`config.mk`:
```
export PLATFORM = sky130hd
export DESIGN_NAME = modem_timing_regs
export DESIGN_NICKNAME = d
export VERILOG_FILES = /design/src/shared/modem_regs_pkg.sv /design/src/logic/modem_timing_regs.sv
export SDC_FILE = /design/constraint.sdc
export NUM_CORES = 1
export LEC_CHECK = 0
export BUFFER_PORTS_ARGS = -buffer_cell sky130_fd_sc_hd__buf_2
export CAP_MARGIN = 20
export CELL_PAD_IN_SITES_DETAIL_PLACEMENT = 1
export CELL_PAD_IN_SITES_GLOBAL_PLACEMENT = 1
export CORE_ASPECT_RATIO = 1.2
export CORE_MARGIN = 10
export CORE_UTILIZATION = 48
export CTS_CLUSTER_DIAMETER = 80
export DETAILED_ROUTE_END_ITERATION = 10
export MAX_ROUTING_LAYER = met4
export PLACE_DENSITY = 0.85
export SYNTH_ARGS = -nofsm -noshare
export SYNTH_HDL_FRONTEND = slang
export SYNTH_SLANG_ARGS = --single-unit
```
`constraint.sdc`:
```
create_clock -name aclk -period 4.56 [get_ports aclk]
set_clock_uncertainty 0.15 [all_clocks]
set_input_delay 0.684 -clock aclk [delete_from_list [all_inputs] [get_ports aclk]]
set_output_delay 0.684 -clock aclk [all_outputs]
set_load 0.01 [all_outputs]
```
`src/shared/modem_regs_pkg.sv`:
```
package modem_regs_pkg;
  // Bus geometry
  localparam int ADDR_W = 12;
  localparam int IDX_LSB = 2;
  localparam int IDX_W = 8;
  localparam logic [1:0] RESP_OKAY = 2'h0;
  localparam logic [1:0] RESP_SLVERR = 2'h2;

  // Register indexes; byte address is four times the index
  localparam logic [7:0] IDX_CARRIER_RETURN = 8'h37;
  localparam logic [7:0] IDX_CARRIER_WAIT = 8'h39;
  localparam logic [7:0] IDX_ANSWER_DELAY = 8'h3A;
  localparam logic [7:0] IDX_RING_PULSES = 8'h3B;
  localparam logic [7:0] IDX_CALLER_ID_GAIN = 8'h3C;
  localparam logic [7:0] IDX_RESULT_CODE = 8'h62;
  localparam logic [7:0] IDX_INTRUSION = 8'h82;
  localparam logic [7:0] IDX_LINE_VOLTAGE = 8'hDB;
  localparam logic [7:0] IDX_DIGITAL_GAIN = 8'hDF;
  localparam logic [7:0] IDX_CONFIG_ONE = 8'hE0;
  localparam logic [7:0] IDX_PIN_CFG_A = 8'hE1;
  localparam logic [7:0] IDX_PIN_CFG_B = 8'hE2;
  localparam logic [7:0] IDX_PIN_DIR = 8'hE3;
  localparam logic [7:0] IDX_CONFIG_FIVE = 8'hE4;
  localparam logic [7:0] IDX_WINDOW_LOW = 8'hE5;
  localparam logic [7:0] IDX_WINDOW_HIGH = 8'hE6;
  localparam logic [7:0] IDX_WINDOW_SELECT = 8'hE8;

  // Reset values
  localparam logic [7:0] RST_CARRIER_RETURN = 8'h20;
  localparam logic [7:0] RST_CARRIER_WAIT = 8'h3C;
  localparam logic [7:0] RST_ANSWER_DELAY = 8'h29;
  localparam logic [7:0] RST_RING_PULSES = 8'h03;
  localparam logic [7:0] RST_CALLER_ID_GAIN = 8'h01;
  localparam logic [7:0] RST_RESULT_CODE = 8'h41;
  localparam logic [7:0] RST_INTRUSION = 8'h08;
  localparam logic [7:0] RST_DIGITAL_GAIN = 8'h0C;
  localparam logic [7:0] RST_CONFIG_ONE = 8'h22;
  localparam logic [7:0] RST_PIN_CFG_A = 8'h04;
  localparam logic [7:0] RST_ZERO = 8'h00;

  // Window modes
  localparam logic [7:0] WIN_MODE_ADDR = 8'h00;
  localparam logic [7:0] WIN_MODE_DATA = 8'h01;
  localparam logic [7:0] WIN_MODE_BITS = 8'h02;
  localparam int DSP_DATA_HI_W = 6;

  // Timing: 40 MHz clock
  localparam int CLK_MHZ = 40;
  localparam int RETURN_UNIT_NUM_US = 5000;
  localparam int RETURN_UNIT_DEN = 3;
  localparam int WAIT_UNIT_US = 1000000;
  localparam int TONE_UNIT_US = 53330;
  localparam int RETURN_UNIT_CYC =
    (RETURN_UNIT_NUM_US * CLK_MHZ + RETURN_UNIT_DEN - 1) / RETURN_UNIT_DEN;
  localparam int WAIT_UNIT_CYC = WAIT_UNIT_US * CLK_MHZ;
  localparam int TONE_UNIT_CYC = TONE_UNIT_US * CLK_MHZ;
  localparam logic [7:0] LINE_MIN_VOLTS = 8'h03;

  // DSP window contents and write strobes
  typedef struct packed {
    logic [15:0] addr;
    logic [13:0] data;
    logic [7:0] ctrl_lo;
    logic [7:0] ctrl_hi;
  } dsp_window_t;

  typedef struct packed {
    logic addr_wr;
    logic data_wr;
    logic ctrl_lo_wr;
    logic ctrl_hi_wr;
  } dsp_strobe_t;
endpackage

```
`src/logic/modem_timing_regs.sv`:
```
// What this block does
// - Carrier present after continuous return-time detection
// - Abort call when carrier-wait seconds expire
// - Answer tone after delay units off-hook
// - Ring burst qualified at programmed pulse count
// - Line voltage read as signed volts
// - Line voltage under three volts in magnitude reads zero
// - Window select register steers both windows
// - Mode zero windows write DSP address
// - Mode one windows write 14-bit data
// - Mode two low window reads status, writes control
// - Mode two high window writes control
module modem_timing_regs #(
  parameter int RETURN_CYC = modem_regs_pkg::RETURN_UNIT_CYC,
  parameter int WAIT_CYC = modem_regs_pkg::WAIT_UNIT_CYC,
  parameter int TONE_CYC = modem_regs_pkg::TONE_UNIT_CYC
) (
  // Clock and reset
  input wire logic aclk,
  input wire logic aresetn,
  // AXI4-Lite write
  input wire logic [modem_regs_pkg::ADDR_W-1:0] awaddr,
  input wire logic awvalid,
  output logic awready,
  input wire logic [31:0] wdata,
  input wire logic [3:0] wstrb,
  input wire logic wvalid,
  output logic wready,
  output logic [1:0] bresp,
  output logic bvalid,
  input wire logic bready,
  // AXI4-Lite read
  input wire logic [modem_regs_pkg::ADDR_W-1:0] araddr,
  input wire logic arvalid,
  output logic arready,
  output logic [31:0] rdata,
  output logic [1:0] rresp,
  output logic rvalid,
  input wire logic rready,
  // Line events
  input wire logic carrier_det,
  input wire logic call_wait,
  input wire logic answer_mode,
  input wire logic off_hook,
  input wire logic ring_pulse,
  input wire logic ring_burst_end,
  input wire logic [7:0] line_volt,
  // Line decisions
  output logic carrier_present,
  output logic call_abort,
  output logic answer_tone_on,
  output logic ring_qualified,
  // DSP side
  input wire logic [7:0] dsp_status,
  output modem_regs_pkg::dsp_window_t dsp_win,
  output modem_regs_pkg::dsp_strobe_t dsp_wr
);

  // True on the last cycle of one time unit
  function automatic logic unit_end(input logic [31:0] pre, input int cyc);
    return pre == 32'(cyc - 1);
  endfunction

  // Register index from a byte address, plus range check
  function automatic logic [7:0] reg_idx(input logic [modem_regs_pkg::ADDR_W-1:0] a);
    return a[modem_regs_pkg::IDX_LSB +: modem_regs_pkg::IDX_W];
  endfunction

  function automatic logic in_range(input logic [modem_regs_pkg::ADDR_W-1:0] a);
    return a[modem_regs_pkg::ADDR_W-1:modem_regs_pkg::IDX_LSB+modem_regs_pkg::IDX_W] == '0;
  endfunction

  logic [7:0] carrier_return_time_ff, carrier_wait_timeout_ff, answer_tone_delay_ff;
  logic [7:0] ring_pulse_count_ff, caller_id_gain_ff, result_code_control_ff;
  logic [7:0] intrusion_settings_ff, line_voltage_status_ff, digital_gain_setting_ff;
  logic [7:0] config_one_ff, pin_config_a_ff, pin_config_b_ff, pin_direction_ff;
  logic [7:0] config_five_ff, window_mode_reg_ff;
  logic [modem_regs_pkg::ADDR_W-1:0] awaddr_ff, araddr_now;
  logic [31:0] wdata_ff;
  logic [3:0] wstrb_ff;
  logic aw_held_ff, w_held_ff, bvalid_ff, rvalid_ff;
  logic [1:0] bresp_ff, rresp_ff;
  logic [31:0] rdata_ff;
  logic do_write, wr_mapped, wr_en, rd_mapped;
  logic [7:0] wr_idx, rd_idx, wr_byte, rd_val;
  logic [31:0] ret_pre_ff, wait_pre_ff, tone_pre_ff;
  logic [7:0] ret_units_ff, wait_units_ff, tone_units_ff, ring_cnt_ff;
  logic carrier_present_ff, call_abort_ff, answer_tone_ff, ring_qualified_ff;
  logic [7:0] volt_mag;
  modem_regs_pkg::dsp_window_t dsp_win_ff;
  modem_regs_pkg::dsp_strobe_t dsp_wr_ff;

  // Handshake outputs; one write and one read held at a time
  assign awready = !aw_held_ff;
  assign wready = !w_held_ff;
  assign arready = !rvalid_ff;
  assign bvalid = bvalid_ff;
  assign bresp = bresp_ff;
  assign rvalid = rvalid_ff;
  assign rresp = rresp_ff;
  assign rdata = rdata_ff;
  assign carrier_present = carrier_present_ff;
  assign call_abort = call_abort_ff;
  assign answer_tone_on = answer_tone_ff;
  assign ring_qualified = ring_qualified_ff;
  assign dsp_win = dsp_win_ff;
  assign dsp_wr = dsp_wr_ff;

  // Write commit waits for a free response slot
  assign do_write = aw_held_ff && w_held_ff && !bvalid_ff;
  assign wr_idx = reg_idx(awaddr_ff);
  assign wr_byte = wdata_ff[7:0];
  assign wr_en = do_write && wr_mapped && wstrb_ff[0];
  assign araddr_now = araddr;
  assign rd_idx = reg_idx(araddr_now);

  // Address decode for the write direction only; reads decode in the mux below
  always_comb begin
    wr_mapped = in_range(awaddr_ff);
    case (wr_idx)
      modem_regs_pkg::IDX_CARRIER_RETURN, modem_regs_pkg::IDX_CARRIER_WAIT,
      modem_regs_pkg::IDX_ANSWER_DELAY, modem_regs_pkg::IDX_RING_PULSES,
      modem_regs_pkg::IDX_CALLER_ID_GAIN, modem_regs_pkg::IDX_RESULT_CODE,
      modem_regs_pkg::IDX_INTRUSION, modem_regs_pkg::IDX_LINE_VOLTAGE,
      modem_regs_pkg::IDX_DIGITAL_GAIN, modem_regs_pkg::IDX_CONFIG_ONE,
      modem_regs_pkg::IDX_PIN_CFG_A, modem_regs_pkg::IDX_PIN_CFG_B,
      modem_regs_pkg::IDX_PIN_DIR, modem_regs_pkg::IDX_CONFIG_FIVE,
      modem_regs_pkg::IDX_WINDOW_LOW, modem_regs_pkg::IDX_WINDOW_HIGH,
      modem_regs_pkg::IDX_WINDOW_SELECT: ;
      default: wr_mapped = 1'b0;
    endcase
  end

  // Read mux; write-only windows read zero
  always_comb begin
    rd_mapped = in_range(araddr_now);
    rd_val = 8'h00;
    case (rd_idx)
      modem_regs_pkg::IDX_CARRIER_RETURN: rd_val = carrier_return_time_ff;
      modem_regs_pkg::IDX_CARRIER_WAIT: rd_val = carrier_wait_timeout_ff;
      modem_regs_pkg::IDX_ANSWER_DELAY: rd_val = answer_tone_delay_ff;
      modem_regs_pkg::IDX_RING_PULSES: rd_val = ring_pulse_count_ff;
      modem_regs_pkg::IDX_CALLER_ID_GAIN: rd_val = caller_id_gain_ff;
      modem_regs_pkg::IDX_RESULT_CODE: rd_val = result_code_control_ff;
      modem_regs_pkg::IDX_INTRUSION: rd_val = intrusion_settings_ff;
      modem_regs_pkg::IDX_LINE_VOLTAGE: rd_val = line_voltage_status_ff;
      modem_regs_pkg::IDX_DIGITAL_GAIN: rd_val = digital_gain_setting_ff;
      modem_regs_pkg::IDX_CONFIG_ONE: rd_val = config_one_ff;
      modem_regs_pkg::IDX_PIN_CFG_A: rd_val = pin_config_a_ff;
      modem_regs_pkg::IDX_PIN_CFG_B: rd_val = pin_config_b_ff;
      modem_regs_pkg::IDX_PIN_DIR: rd_val = pin_direction_ff;
      modem_regs_pkg::IDX_CONFIG_FIVE: rd_val = config_five_ff;
      modem_regs_pkg::IDX_WINDOW_LOW: begin
        if (window_mode_reg_ff == modem_regs_pkg::WIN_MODE_BITS) begin
          rd_val = dsp_status;
        end
      end
      modem_regs_pkg::IDX_WINDOW_HIGH: rd_val = 8'h00;
      modem_regs_pkg::IDX_WINDOW_SELECT: rd_val = window_mode_reg_ff;
      default: rd_mapped = 1'b0;
    endcase
  end

  // Address and data channels are taken in either order
  always_ff @(posedge aclk) begin
    if (!aresetn) begin
      aw_held_ff <= 1'b0;
      w_held_ff <= 1'b0;
      awaddr_ff <= '0;
      wdata_ff <= 32'h0000_0000;
      wstrb_ff <= 4'h0;
    end else begin
      if (awvalid && awready) begin
        aw_held_ff <= 1'b1;
        awaddr_ff <= awaddr;
      end else if (do_write) begin
        aw_held_ff <= 1'b0;
      end
      if (wvalid && wready) begin
        w_held_ff <= 1'b1;
        wdata_ff <= wdata;
        wstrb_ff <= wstrb;
      end else if (do_write) begin
        w_held_ff <= 1'b0;
      end
    end
  end

  // Write response; unmapped addresses answer SLVERR
  always_ff @(posedge aclk) begin
    if (!aresetn) begin
      bvalid_ff <= 1'b0;
      bresp_ff <= modem_regs_pkg::RESP_OKAY;
    end else if (do_write) begin
      bvalid_ff <= 1'b1;
      bresp_ff <= wr_mapped ? modem_regs_pkg::RESP_OKAY : modem_regs_pkg::RESP_SLVERR;
    end else if (bready) begin
      bvalid_ff <= 1'b0;
    end
  end

  // Read answer one cycle after the address is taken
  always_ff @(posedge aclk) begin
    if (!aresetn) begin
      rvalid_ff <= 1'b0;
      rresp_ff <= modem_regs_pkg::RESP_OKAY;
      rdata_ff <= 32'h0000_0000;
    end else if (arvalid && arready) begin
      rvalid_ff <= 1'b1;
      rresp_ff <= rd_mapped ? modem_regs_pkg::RESP_OKAY : modem_regs_pkg::RESP_SLVERR;
      rdata_ff <= {24'h00_0000, rd_val};
    end else if (rready) begin
      rvalid_ff <= 1'b0;
    end
  end

  // Plain read/write configuration bytes; only byte lane 0 is wired
  always_ff @(posedge aclk) begin
    if (!aresetn) begin
      carrier_return_time_ff <= modem_regs_pkg::RST_CARRIER_RETURN;
      carrier_wait_timeout_ff <= modem_regs_pkg::RST_CARRIER_WAIT;
      answer_tone_delay_ff <= modem_regs_pkg::RST_ANSWER_DELAY;
      ring_pulse_count_ff <= modem_regs_pkg::RST_RING_PULSES;
      caller_id_gain_ff <= modem_regs_pkg::RST_CALLER_ID_GAIN;
      result_code_control_ff <= modem_regs_pkg::RST_RESULT_CODE;
      intrusion_settings_ff <= modem_regs_pkg::RST_INTRUSION;
      digital_gain_setting_ff <= modem_regs_pkg::RST_DIGITAL_GAIN;
      config_one_ff <= modem_regs_pkg::RST_CONFIG_ONE;
      pin_config_a_ff <= modem_regs_pkg::RST_PIN_CFG_A;
      pin_config_b_ff <= modem_regs_pkg::RST_ZERO;
      pin_direction_ff <= modem_regs_pkg::RST_ZERO;
      config_five_ff <= modem_regs_pkg::RST_ZERO;
      window_mode_reg_ff <= modem_regs_pkg::RST_ZERO;
    end else if (wr_en) begin
      case (wr_idx)
        modem_regs_pkg::IDX_CARRIER_RETURN: carrier_return_time_ff <= wr_byte;
        modem_regs_pkg::IDX_CARRIER_WAIT: carrier_wait_timeout_ff <= wr_byte;
        modem_regs_pkg::IDX_ANSWER_DELAY: answer_tone_delay_ff <= wr_byte;
        modem_regs_pkg::IDX_RING_PULSES: ring_pulse_count_ff <= wr_byte;
        modem_regs_pkg::IDX_CALLER_ID_GAIN: caller_id_gain_ff <= wr_byte;
        modem_regs_pkg::IDX_RESULT_CODE: result_code_control_ff <= wr_byte;
        modem_regs_pkg::IDX_INTRUSION: intrusion_settings_ff <= wr_byte;
        modem_regs_pkg::IDX_DIGITAL_GAIN: digital_gain_setting_ff <= wr_byte;
        modem_regs_pkg::IDX_CONFIG_ONE: config_one_ff <= wr_byte;
        modem_regs_pkg::IDX_PIN_CFG_A: pin_config_a_ff <= wr_byte;
        modem_regs_pkg::IDX_PIN_CFG_B: pin_config_b_ff <= wr_byte;
        modem_regs_pkg::IDX_PIN_DIR: pin_direction_ff <= wr_byte;
        modem_regs_pkg::IDX_CONFIG_FIVE: config_five_ff <= wr_byte;
        modem_regs_pkg::IDX_WINDOW_SELECT: window_mode_reg_ff <= wr_byte;
        default: ;
      endcase
    end
  end

  // DSP window: meaning of both bytes follows the select register
  always_ff @(posedge aclk) begin
    if (!aresetn) begin
      dsp_win_ff <= '0;
      dsp_wr_ff <= '0;
    end else begin
      dsp_wr_ff <= '0;
      if (wr_en && wr_idx == modem_regs_pkg::IDX_WINDOW_LOW) begin
        case (window_mode_reg_ff)
          modem_regs_pkg::WIN_MODE_ADDR: begin
            dsp_win_ff.addr[7:0] <= wr_byte;
            dsp_wr_ff.addr_wr <= 1'b1;
          end
          modem_regs_pkg::WIN_MODE_DATA: begin
            dsp_win_ff.data[7:0] <= wr_byte;
            dsp_wr_ff.data_wr <= 1'b1;
          end
          modem_regs_pkg::WIN_MODE_BITS: begin
            dsp_win_ff.ctrl_lo <= wr_byte;
            dsp_wr_ff.ctrl_lo_wr <= 1'b1;
          end
          default: ;
        endcase
      end
      if (wr_en && wr_idx == modem_regs_pkg::IDX_WINDOW_HIGH) begin
        case (window_mode_reg_ff)
          modem_regs_pkg::WIN_MODE_ADDR: begin
            dsp_win_ff.addr[15:8] <= wr_byte;
            dsp_wr_ff.addr_wr <= 1'b1;
          end
          modem_regs_pkg::WIN_MODE_DATA: begin
            dsp_win_ff.data[13:8] <= wr_byte[modem_regs_pkg::DSP_DATA_HI_W-1:0];
            dsp_wr_ff.data_wr <= 1'b1;
          end
          modem_regs_pkg::WIN_MODE_BITS: begin
            dsp_win_ff.ctrl_hi <= wr_byte;
            dsp_wr_ff.ctrl_hi_wr <= 1'b1;
          end
          default: ;
        endcase
      end
    end
  end

  // Line voltage magnitude; -128 maps to 0x80, still above the floor
  assign volt_mag = line_volt[7] ? 8'(-line_volt) : line_volt;

  // Sampled every cycle so software always sees the latest reading
  always_ff @(posedge aclk) begin
    if (!aresetn) begin
      line_voltage_status_ff <= 8'h00;
    end else if (volt_mag < modem_regs_pkg::LINE_MIN_VOLTS) begin
      line_voltage_status_ff <= 8'h00;
    end else begin
      line_voltage_status_ff <= line_volt;
    end
  end

  // Carrier return qualification; any dropout restarts the count
  always_ff @(posedge aclk) begin
    if (!aresetn || !carrier_det) begin
      ret_pre_ff <= 32'h0000_0000;
      ret_units_ff <= 8'h00;
      carrier_present_ff <= 1'b0;
    end else if (!carrier_present_ff) begin
      if (ret_units_ff >= carrier_return_time_ff) begin
        carrier_present_ff <= 1'b1;
      end else if (unit_end(ret_pre_ff, RETURN_CYC)) begin
        ret_pre_ff <= 32'h0000_0000;
        ret_units_ff <= 8'(ret_units_ff + 8'h01);
      end else begin
        ret_pre_ff <= 32'(ret_pre_ff + 32'h0000_0001);
      end
    end
  end

  // Carrier wait timeout; abort holds until the call attempt drops or carrier is present
  always_ff @(posedge aclk) begin
    if (!aresetn || !call_wait || carrier_present_ff) begin
      wait_pre_ff <= 32'h0000_0000;
      wait_units_ff <= 8'h00;
      call_abort_ff <= 1'b0;
    end else if (!call_abort_ff) begin
      if (wait_units_ff >= carrier_wait_timeout_ff) begin
        call_abort_ff <= 1'b1;
      end else if (unit_end(wait_pre_ff, WAIT_CYC)) begin
        wait_pre_ff <= 32'h0000_0000;
        wait_units_ff <= 8'(wait_units_ff + 8'h01);
      end else begin
        wait_pre_ff <= 32'(wait_pre_ff + 32'h0000_0001);
      end
    end
  end

  // Answer tone delay from off-hook in answer mode
  always_ff @(posedge aclk) begin
    if (!aresetn || !(answer_mode && off_hook)) begin
      tone_pre_ff <= 32'h0000_0000;
      tone_units_ff <= 8'h00;
      answer_tone_ff <= 1'b0;
    end else if (!answer_tone_ff) begin
      if (tone_units_ff >= answer_tone_delay_ff) begin
        answer_tone_ff <= 1'b1;
      end else if (unit_end(tone_pre_ff, TONE_CYC)) begin
        tone_pre_ff <= 32'h0000_0000;
        tone_units_ff <= 8'(tone_units_ff + 8'h01);
      end else begin
        tone_pre_ff <= 32'(tone_pre_ff + 32'h0000_0001);
      end
    end
  end

  // Ring pulse count per burst; saturates so long bursts stay qualified
  always_ff @(posedge aclk) begin
    if (!aresetn || ring_burst_end) begin
      ring_cnt_ff <= 8'h00;
      ring_qualified_ff <= 1'b0;
    end else if (ring_pulse) begin
      if (ring_cnt_ff != 8'hFF) begin
        ring_cnt_ff <= 8'(ring_cnt_ff + 8'h01);
      end
      if (8'(ring_cnt_ff + 8'h01) >= ring_pulse_count_ff) begin
        ring_qualified_ff <= 1'b1;
      end
    end
  end

  // Run-length helpers watched only by the checks below
  logic [39:0] det_run_ff, wait_run_ff, tone_run_ff;
  always_ff @(posedge aclk) begin
    if (!aresetn) begin
      det_run_ff <= '0;
      wait_run_ff <= '0;
      tone_run_ff <= '0;
    end else begin
      det_run_ff <= carrier_det ? 40'(det_run_ff + 40'h1) : '0;
      wait_run_ff <= (call_wait && !carrier_present_ff) ? 40'(wait_run_ff + 40'h1) : '0;
      tone_run_ff <= (answer_mode && off_hook) ? 40'(tone_run_ff + 40'h1) : '0;
    end
  end
endmodule

```
Word-level counts from Yosys, hierarchy flattened
Cells that the tools add are included.

word-level totals
  bits in registers = 339
  input port bits = 89
  output and inout port bits = 95
  word-level logic and storage cells = 199

cells by class
  $add $sub $neg = 8
  magnitude comparators = 5
  equal/unequal tests = 40
  mux-type cells = 30
  bitwise logic cells = 7
  reductions and logical operators = 63

operators by type and width
  cell                                                        number
  == test 8 bit, second input constant                        22
  case mux 8 bit (16 select lines)                            1
  adder 32 x 1 -> 32 bit, second input constant               3
  2-to-1 mux 32 bit                                           3
  == test 8 x 6 -> 1 bit, second input constant               10
  AND reduction 2 bit                                         27
  OR reduction 17 bit                                         2
  adder 8 x 1 -> 8 bit, second input constant                 4
  == test 32 x 17 -> 1 bit, second input constant             1
  == test 32 x 22 -> 1 bit, second input constant             1
  == test 32 x 26 -> 1 bit, second input constant             1
  >= comparator 8 bit                                         4
  2-to-1 mux 1 bit                                            20
  == test 8 x 7 -> 1 bit, second input constant               2
  2-to-1 mux 8 bit                                            2
  logical AND 1 bit                                           10
  AND reduction 3 bit                                         3
  == test 8 x 1 -> 1 bit, second input constant               1
  == test 8 x 2 -> 1 bit, second input constant               1
  zero test 1 bit                                             8
  zero test 8 bit                                             1
  less-than comparator 8 x 2 -> 1 bit, second input constant  1
  != test 8 bit, second input constant                        1
  negator 8 bit                                               1
  7 further kinds                                             23

Logic depth before layout (Yosys ltp)
Gate-level depths: netlist of run 1.

  depth in word-level cells = 9
  gate-level depth with buffers = 10
  depth with buffers taken out = 10

Worst setup path before layout of run 1
OpenSTA, ideal clock, no wires.

  path kind = flip-flop to flip-flop
  start = reg carrier_wait_timeout_ff[2]
  end = reg wait_pre_ff[17]
  setup time = 0.117 ns
  data arrival time = 2.356 ns
  data required time = 4.293 ns
  slack = 1.937 ns
  cell stages (with the launch flop) = 11
  path buffers = 2
  clock period less this slack = 2.623 ns
  path through = dfxtp_1 -> inv_1 -> ha_1 -> a211oi_1 -> o21ai_0 -> a2111oi_4 -> clkbuf_1 -> buf_1 -> nand4_1 -> xnor2_1 -> nor2_1

between the ends
  cells in the longest elaborated chain, start to end = 3

ends and longest elaborated chain
  what                                  RTL line                  RTL
  start, declared                       modem_timing_regs.sv:73   logic [7:0] carrier_return_time_ff, carrier_wait_timeout_ff, answer_tone_delay_ff;
  start signal, assigned                modem_timing_regs.sv:221  carrier_wait_timeout_ff <= modem_regs_pkg::RST_CARRIER_WAIT;
  start signal, assigned                modem_timing_regs.sv:237  modem_regs_pkg::IDX_CARRIER_WAIT: carrier_wait_timeout_ff <= wr_byte;
  >= comparator 8 bit                   modem_timing_regs.sv:338  if (wait_units_ff >= carrier_wait_timeout_ff) begin
  NOT 1 bit (no source line)            --
  AND reduction 2 bit (no source line)  --
  end signal, assigned                  modem_timing_regs.sv:344  wait_pre_ff <= 32'(wait_pre_ff + 32'h0000_0001);
  end, declared                         modem_timing_regs.sv:86   logic [31:0] ret_pre_ff, wait_pre_ff, tone_pre_ff;

No other way between the ends.
A chain may end at the register's enable or synchronous reset.

Final worst setup path of run 1
  start = reg carrier_wait_timeout_ff[5]
  end = reg wait_pre_ff[27]

The elaborated chain is that of the path after synthesis.

==> metrics.csv, run 1 <==
metric;value;unit
run status;complete, no violations;
Final Util;55.3;%
H-tree depth;2;
Post-CTS Setup Bufs;0;
Top Ports;184;
clock-pin slew on the worst setup and hold paths;0.06;ns
final RePlAce weighted congestion;0.938;
FMAX;0.296;GHz
Initial Util;48.9;%
cts repair resizes;0;
Commonest cells post-synth;335 x dfxtp_1, 296 x nand2_1, 155 x nor2_1, 103 x mux2i_1, 81 x clkbuf_1;
Cell Chain, Critical Path;inv_1 > ha_1 > a211oi_1 > nor2_1 > a2111oi_4 > nand4_1 > or3_1 > a21oi_1;
Fillers;3954;
via count;14358;
Syn Area/Cell;8.50;sq um
RSZ-0062 raised after global routing;no;
Async SR Flop Fraction;0;%
part of the power in the clock network;49.1;%
antenna violations before repair;3;
Hold Crit Class;primary input to flop;
fin nets;2131;
die height;222;um
DRC violations left;0;
part of the power in registers;46.9;%
Final ANT Viol Nets;0;
Synth top area share;41.1;%
# clock sinks;335;
main flop type after synthesis;dfxtp_1;
Yosys reg bits;335;
Max Slew Vio Count;0;
max incr delay on CP;0.78;ns
Port Buffers;126;
Top Family by Delay on Critical Path;compound AO/OA/AOI/OAI gates;
Clock Path Buffers;3;
Comb pwr share;4.0;%
largest net degree at the start of global routing;95;
Synth area leaders;dfxtp_1 41%, nand2_1 6.8%, mux2i_1 6.3%;
Initial DRT Pass Iterations;5;
Setup Crit Path Kind;flop to flop;
register area share after synthesis;41.1;%
Post-Syn Instances;1920;
Tcrit/Tclk final;74.2;%
max-cap viol count;0;
GRT Overall Usage;24.1;%
Max IR drop VDD;0.000228;V
vias in the first global route;15210;
chip width;188;um
internal power;4960;uW
final setup violation count;0;
Cell Pwr Density;348;mW/mm^2
# hold bufs at CTS;0;
Leak;0.00681;uW
Mapped Area;0.0163;sq mm
Psw;1460;uW
Vias/cell;5.79;
Worst Path Required;4.88;ns
Setup TNS;0;ns
hold slack;0.238;ns
initial DRC count;874;
CTS tree;yes;
Max transition margin;19.1;%
Root Buffer;clkbuf_16;
R2R setup slack;1.18;ns
DR WL/cell;20.4;um
Area growth syn-to-layout;13.0;%
Worst EP arrival;3.70;ns
share of layout cells above drive strength 1;11.2;%
post-synth top area cell;dfxtp_1;
area of the core;0.0333;sq mm
Post-synth EDFFs;0;
die area;0.0418;sq mm
worst skew pair latency;0.55;ns
Yosys Warn Count;0;
Tmin final;3.38;ns
Tightest Pin Transition;1.21;ns
num rows;73;
switching part of the total;22.8;%
Unique masters post-synth;74;
total CTS buffers;37;
DPL Wire Length;35.5;mm
CP Buf/Inv Count;1;
Startpoint Class;flop;
first-pass GRT wire length;81.4;mm
Hold Violations, Final;0;
Worst path slowest cell;a2111oi_4;
Worst Path Max Fanout;12;
CP Capture Type;flop;
gr ovfl total;0;
drt total wl;50.6;mm
most common cell in the netlist;dfxtp_1;
layer usage:
metal / global-route usage, % / up-vias / share of wire [%]
met5: - / - / 0
met4: 9.86 / 0 / 3.8
met3: 3.51 / 110 / 4.5
met2: 42.6 / 374 / 52
met1: 26.5 / 7068 / 40
li1: - / 6806 / -
cells by family after synthesis:
logic type / after synthesis / share of synthesized area, %
AND/OR/NAND/NOR: 875 / 27.0
flip-flops: 335 / 41.1
AO/OA/AOI/OAI: 284 / 12.2
buffers and inverters: 182 / 4.85
multiplexers: 107 / 6.60
XOR/XNOR: 95 / 5.10
adder cells (fa/ha/maj): 41 / 3.14
other: 1 / 0.0230
power groups by stage:
| stage | sequential, uW | clock [uW] | combinational, uW |
|---|---|---|---|
| after floorplan | 3030 | 0 | 199 |
| after global placement | 3070 | 0 | 243 |
| after detailed placement | 3070 | 0 | 253 |
| after CTS | 3000 | 3210 | 257 |
| after global routing | 3010 | 3320 | 284 |
| final | 3010 | 3150 | 259 |
placed cells by master (no fill, tap or decap), types with 11 or more instances in the layout:
master and n:
inv_1 56, o21ai_0 48, nand4_1 61, buf_2 126
nor2_1 155, nand2_1 296, a21oi_1 48, and2_1 24
buf_4 17, a22oi_1 30, nor3_1 33, a211oi_1 11
dfxtp_1 335, nor4_1 23, ha_1 41, clkbuf_16 39
mux2i_1 103, xor2_1 62, xnor2_1 33, and3_1 27
or3_1 33, conb_1 26, nor2b_1 69, nand3_1 71
a21boi_0 72, nand2b_1 19
flip-flops by register name, indices dropped and copies added, names as in the netlist, 10 cells and up:
| register | count |
|---|---|
| dsp_win | 46 |
| awaddr_ff | 10 |
| wait_pre_ff | 32 |
| ret_pre_ff | 32 |
| tone_pre_ff | 32 |
path summary, 6_finish.rpt:
check | to | depth (start not counted) | start
max reg2reg | wait_pre_ff[27] | 8 | carrier_wait_timeout_ff[5]
min reg2reg | dsp_win[22] | 2 | dsp_win[22]
max | wait_pre_ff[27] | 8 | carrier_wait_timeout_ff[5]
min | line_voltage_status_ff[2] | 2 | line_volt[2]
metrics by stage:
step                      instance area [sq um]  setup slack, ns  power (uW)  instances
after floorplan                           16400             1.94        3230       1945
after global placement                    17200             1.31        3310       2411
after detailed placement                  17200             1.23        3320       2411
after CTS                                 18400             1.18        6480       2476
after global routing                      18400            0.846        6610       2480
final                                     18400             1.18        6410       2480
layout make-up:
cell class	instances	area [sq um]	share of cell area [%]
clock inverter	13	176	0.957
antenna	3	7.51	0.0407
multi-input combinational	1428	8920	48.3
inverter	56	210	1.14
clock buffer	52	1100	5.99
sequential	335	6710	36.4
tap	450	563	3.05
timing repair buffer	143	758	4.11
worst register-to-register path: cells and delay by family (launching register included):
family	cells	cell delay [ns]
compound gates	3	1.22
buf+inv	1	0.08
simple gates	3	1.12
fa+ha+maj	1	0.33
flops	1	0.40
Note: power is estimated with default switching activity, not from simulation.
==> run 2: changes to the inputs <==
--- a/config.mk
+++ b/config.mk
@@ -11,11 +11,11 @@
 export CELL_PAD_IN_SITES_GLOBAL_PLACEMENT = 1
 export CORE_ASPECT_RATIO = 1.2
 export CORE_MARGIN = 10
-export CORE_UTILIZATION = 48
+export CORE_UTILIZATION = 40
 export CTS_CLUSTER_DIAMETER = 80
 export DETAILED_ROUTE_END_ITERATION = 10
 export MAX_ROUTING_LAYER = met4
-export PLACE_DENSITY = 0.85
+export PLACE_DENSITY = 0.75
 export SYNTH_ARGS = -nofsm -noshare
 export SYNTH_HDL_FRONTEND = slang
 export SYNTH_SLANG_ARGS = --single-unit
==> constraint.sdc (replaced) <==
create_clock -name aclk -period 2.8 [get_ports aclk]
set_clock_uncertainty 0.15 [all_clocks]
set_input_delay 0.42 -clock aclk [delete_from_list [all_inputs] [get_ports aclk]]
set_output_delay 0.42 -clock aclk [all_outputs]
set_load 0.01 [all_outputs]
==> metrics.csv, run 2 (same netlist as run 1, synthesis figures left out) <==
metric;value;unit
Setup Crit Path Kind;flop to flop;
crit path launch;window_mode_reg_ff[7];
num rows;81;
vias in the first global route;15530;
Tmin final;2.70;ns
commonest non-fill, non-tap cells in the layout;332 x dfxtp_1, 296 x nand2_1, 155 x nor2_1;
Worst path slowest cell;or4_1;
Top Ports;184;
final setup violation count;0;
setup slack at placement;-0.0223;ns
worst skew pair latency;0.53;ns
gr ovfl total;0;
Tcrit/Tclk final;96.6;%
Final Instance Count excl. Fillers;2655;
total power;10400;uW
max-cap viol count;0;
area of the core;0.0405;sq mm
DPL Wire Length;38.2;mm
Final ANT Viol Nets;0;
busiest grt layer;met2;
Max Slew Vio Count;0;
FF-to-FF Start;window_mode_reg_ff[7];
total CTS buffers;38;
Initial Util;40.2;%
worst-case reg-to-reg path depth;6;
die area;0.0493;sq mm
run status;complete, no violations;
Worst path most repeated cell;nor3_1;
FMAX;0.370;GHz
Initial DRT Pass Iterations;5;
R2R setup slack;0.1;ns
fin area;0.0193;sq mm
via count;14515;
WP depth;6;
antenna cells;0;
hold_sp;awaddr[6];
# clock sinks;335;
CP Capture Type;flop;
share of layout cells above drive strength 1;14.8;%
Worst Path Max Fanout;8;
Hold Crit Class;primary input to flop;
die height;241;um
met1 GRT Util;23.6;%
Vias/cell;5.47;
RR Endpoint;dsp_win[43];
Port Buffers;126;
drt total wl;52.4;mm
Worst EP arrival;3.01;ns
GR Util met3;2.62;%
Cell Pwr Density;538;mW/mm^2
Setup WS post-layout;0.0962;ns
placed cell areas;0.0178;sq mm
GRT Overall Usage;21.5;%
Tightest Pin Transition;0.896;ns
largest net degree at the start of global routing;125;
H-tree depth;2;
placed insts;2562;
Hold Violations, Final;0;
Clock Path Buffers;3;
chip width;204;um
final RePlAce weighted congestion;0.922;
Area growth syn-to-layout;18.6;%
number of flip-flops in the largest register;46;
routing usage on met2;39.1;%
first-pass GRT wire length;83.8;mm
Critical Path Sink;dsp_win[43];
Top Family by Delay on Critical Path;simple AND/OR/NAND/NOR gates;
Max transition margin;40.2;%
clock-pin slew on the worst setup and hold paths;0.06;ns
Cell Chain, Critical Path;or4_1 > nor3_1 > nand4_1 > nor3_1 > nand2_1 > mux2i_1;
antenna violations before repair;1;
CTS tree;yes;
commonest non-fill, non-tap cell in the layout;dfxtp_1;
RSZ-0062 raised after global routing;yes;
Root Buffer;clkbuf_16;
initial DRC count;589;
Worst Path Required;3.11;ns
Max IR drop VDD;0.000365;V
FF+latch area;0.00671;sq mm
Startpoint Class;flop;
DR WL/cell;19.7;um
Fillers;4835;
fin nets;2219;
footprint of the multi-input gates;0.00896;sq mm
CP Buf/Inv Count;0;
max incr delay on CP;0.53;ns
DRC violations left;0;
Leak;0.00728;uW
[run 2: how the worst min path moves through the flow]
stage / depth (start not counted) / slack [ns] / to
floorplan: 2 / 0.29 / pin_direction_ff[0]
global placement: 2 / 0.29 / dsp_win[16]
detailed placement: 2 / 0.31 / dsp_win[29]
CTS: 3 / 0.0003 / awaddr_ff[6]
global route: 3 / 0.02 / wdata_ff[2]
finish: 3 / 0.02 / awaddr_ff[6]
[run 2: worst reg2reg max path: stages, from the launching register on]
cell and delay, ns:
dfxtp_1 0.32, or4_1 0.53, nor3_1 0.37, nand4_1 0.24, nor3_1 0.32, nand2_1 0.41
mux2i_1 0.29
[run 2: cell type report]
type / instances / area share [%]
clock inverter: 13 / 0.666
multi-input combinational: 1428 / 46.3
clock buffer: 54 / 5.85
timing repair buffer: 230 / 7.89
inverter: 56 / 1.09
tap: 539 / 3.49
sequential: 335 / 34.7
[run 2: timing repair]
action | CTS | global route
gates resized for setup | 0 | 15
hold buffers | 15 | 0
setup buffers | 3 | 8
pin swaps | 4 | 5
gates cloned | 0 | 0
hold endpoints to repair | 15 | 0
endpoints found under the setup margin | 8 | 42
[run 2: per-stage QoR]
stage,TNS (ns),hold WS (ns),util [%]
5_1_grt,-0.745,0.0172,47.7
6_report,0,0.0192,47.7
3_5_place_dp,-0.0734,0.306,43.9
4_1_cts,0,0.000276,47.5
3_3_place_gp,0,0.294,43.9
2_1_floorplan,0,0.287,-
[run 2: metal layers]
metal	vias up	wire length [um]
met1	7222	21800
met4	0	1740
met5	-	0
met2	219	27400
li1	6979	-
met3	95	1430
[run 2: power breakdown]
part,switching (uW),total [uW],internal (uW),leakage [uW]
Clock,2040,5040,3000,0.000627
Sequential,68.9,4870,4800,0.00271
Combinational,312,499,187,0.00394
==> run 3: changes to the inputs <==
--- a/config.mk
+++ b/config.mk
@@ -16,6 +16,7 @@
 export DETAILED_ROUTE_END_ITERATION = 10
 export MAX_ROUTING_LAYER = met4
 export PLACE_DENSITY = 0.75
+export RECOVER_POWER = 25
 export SYNTH_ARGS = -nofsm -noshare
 export SYNTH_HDL_FRONTEND = slang
 export SYNTH_SLANG_ARGS = --single-unit
==> metrics.csv, run 3 (same netlist as run 1, synthesis figures left out) <==
metric;value;unit
run status;complete, no violations;
max incr delay on CP;0.52;ns
commonest non-fill, non-tap cell in the layout;dfxtp_1;
number of flip-flops in the largest register;46;
worst skew pair latency;0.53;ns
Leak;0.00697;uW
Root Buffer;clkbuf_16;
Area growth syn-to-layout;17.9;%
RSZ-0062 raised after global routing;yes;
chip width;204;um
Max Slew Vio Count;0;
FMAX;0.373;GHz
antenna violations before repair;1;
total CTS buffers;38;
part of the power in registers;46.8;%
die height;241;um
internal power;7990;uW
die area;0.0493;sq mm
share of layout cells above drive strength 1;11.4;%
Setup Crit Path Kind;flop to flop;
Initial DRT Pass Iterations;5;
Tcrit/Tclk final;95.9;%
hold slack;0.0244;ns
CTS tree;yes;
Max transition margin;26.8;%
total power;10400;uW
gr ovfl total;0;
antenna cells;0;
footprint of the multi-input gates;0.00896;sq mm
Fillers;4864;
Final Util;47.5;%
clock-pin slew on the worst setup and hold paths;0.06;ns
num rows;81;
CP Buf/Inv Count;0;
part of the power in the clock network;48.4;%
Cell Pwr Density;541;mW/mm^2
Tmin final;2.68;ns
Max IR drop VDD;0.000363;V
final setup violation count;0;
vias in the first global route;15530;
placed cell areas;0.0178;sq mm
max-cap viol count;0;
Worst Path Required;3.05;ns
Tightest Pin Transition;1.10;ns
area of the core;0.0405;sq mm
Initial Util;40.2;%
initial DRC count;638;
Worst path slowest cell;or4_1;
Cell Chain, Critical Path;or4_1 > nor3_1 > nand4_1 > nor3_1 > nand2_1 > mux2i_1;
setup slack at placement;-0.0223;ns
Hold Crit Class;primary input to flop;
Psw;2420;uW
Setup WS post-layout;0.116;ns
fin area;0.0192;sq mm
switching part of the total;23.2;%
via count;14546;
final RePlAce weighted congestion;0.922;
Top Ports;184;
DR WL/cell;19.8;um
Worst Path Max Fanout;8;
GRT Overall Usage;21.5;%
fin nets;2219;
Clock Path Buffers;3;
CP Capture Type;flop;
largest net degree at the start of global routing;125;
Worst path most repeated cell;nor3_1;
H-tree depth;2;
DPL Wire Length;38.2;mm
Vias/cell;5.48;
Comb pwr share;4.8;%
Top Family by Delay on Critical Path;simple AND/OR/NAND/NOR gates;
R2R setup slack;0.12;ns
Port Buffers;126;
drt total wl;52.5;mm
Final ANT Viol Nets;0;
commonest non-fill, non-tap cells in the layout;332 x dfxtp_1, 296 x nand2_1, 155 x nor2_1;
Hold Violations, Final;0;
Startpoint Class;flop;
FF+latch area;0.00671;sq mm
DRC violations left;0;
# clock sinks;335;
first-pass GRT wire length;83.8;mm
Worst EP arrival;2.93;ns
[run 3: what timing repair did]
item | in CTS | in global routing
hold buffers | 15 | 0
endpoints found under the hold margin | 15 | 0
pin swaps | 4 | 5
setup endpoints to repair | 8 | 42
buffers inserted | 3 | 8
gates resized for setup | 0 | 15
[run 3: worst reg2reg max path, stage by stage, from the launching register on]
cell and delay [ns]:
dfxtp_1 0.32, or4_1 0.52, nor3_1 0.36, nand4_1 0.24, nor3_1 0.32, nand2_1 0.40
mux2i_1 0.23
[run 3: power groups by stage]
| stage | clock, uW | combinational (uW) | sequential, uW |
|---|---|---|---|
| after global placement | 0 | 468 | 4980 |
| after CTS | 5170 | 497 | 4870 |
| after floorplan | 0 | 324 | 4930 |
| final | 5040 | 496 | 4870 |
| after detailed placement | 0 | 477 | 4980 |
| after global routing | 5350 | 537 | 4870 |
[run 3: final cells by class]
cell class / count / area share [%]
flip-flops and latches: 335 / 34.9
clock buffers: 54 / 5.88
clock inverters: 13 / 0.670
inverters: 56 / 1.09
repair buffers: 230 / 7.43
well taps: 539 / 3.50
multi-input cells: 1428 / 46.5
[run 3: metal layers]
metal / track usage (%) / vias up / share of wire [%]
met1: 23.6 / 7225 / 41
met3: 2.62 / 97 / 3.1
met5: - / - / 0
met2: 39.1 / 243 / 52
li1: - / 6981 / -
met4: 7.80 / 0 / 3.4
[run 3: final timing paths]
kind,start,to,cells after the start
min,awaddr[6],awaddr_ff[6],3
max,window_mode_reg_ff[7],dsp_win[43],6
min reg2reg,dsp_win[37],dsp_win[37],2
max reg2reg,window_mode_reg_ff[7],dsp_win[43],6
[run 3: through the flow]
stage                     TNS (ns)  std cells
after floorplan                  0       1945
final                            0       2655
after CTS                        0       2647
after global placement           0       2562
after detailed placement   -0.0734       2562
after global routing        -0.840       2655
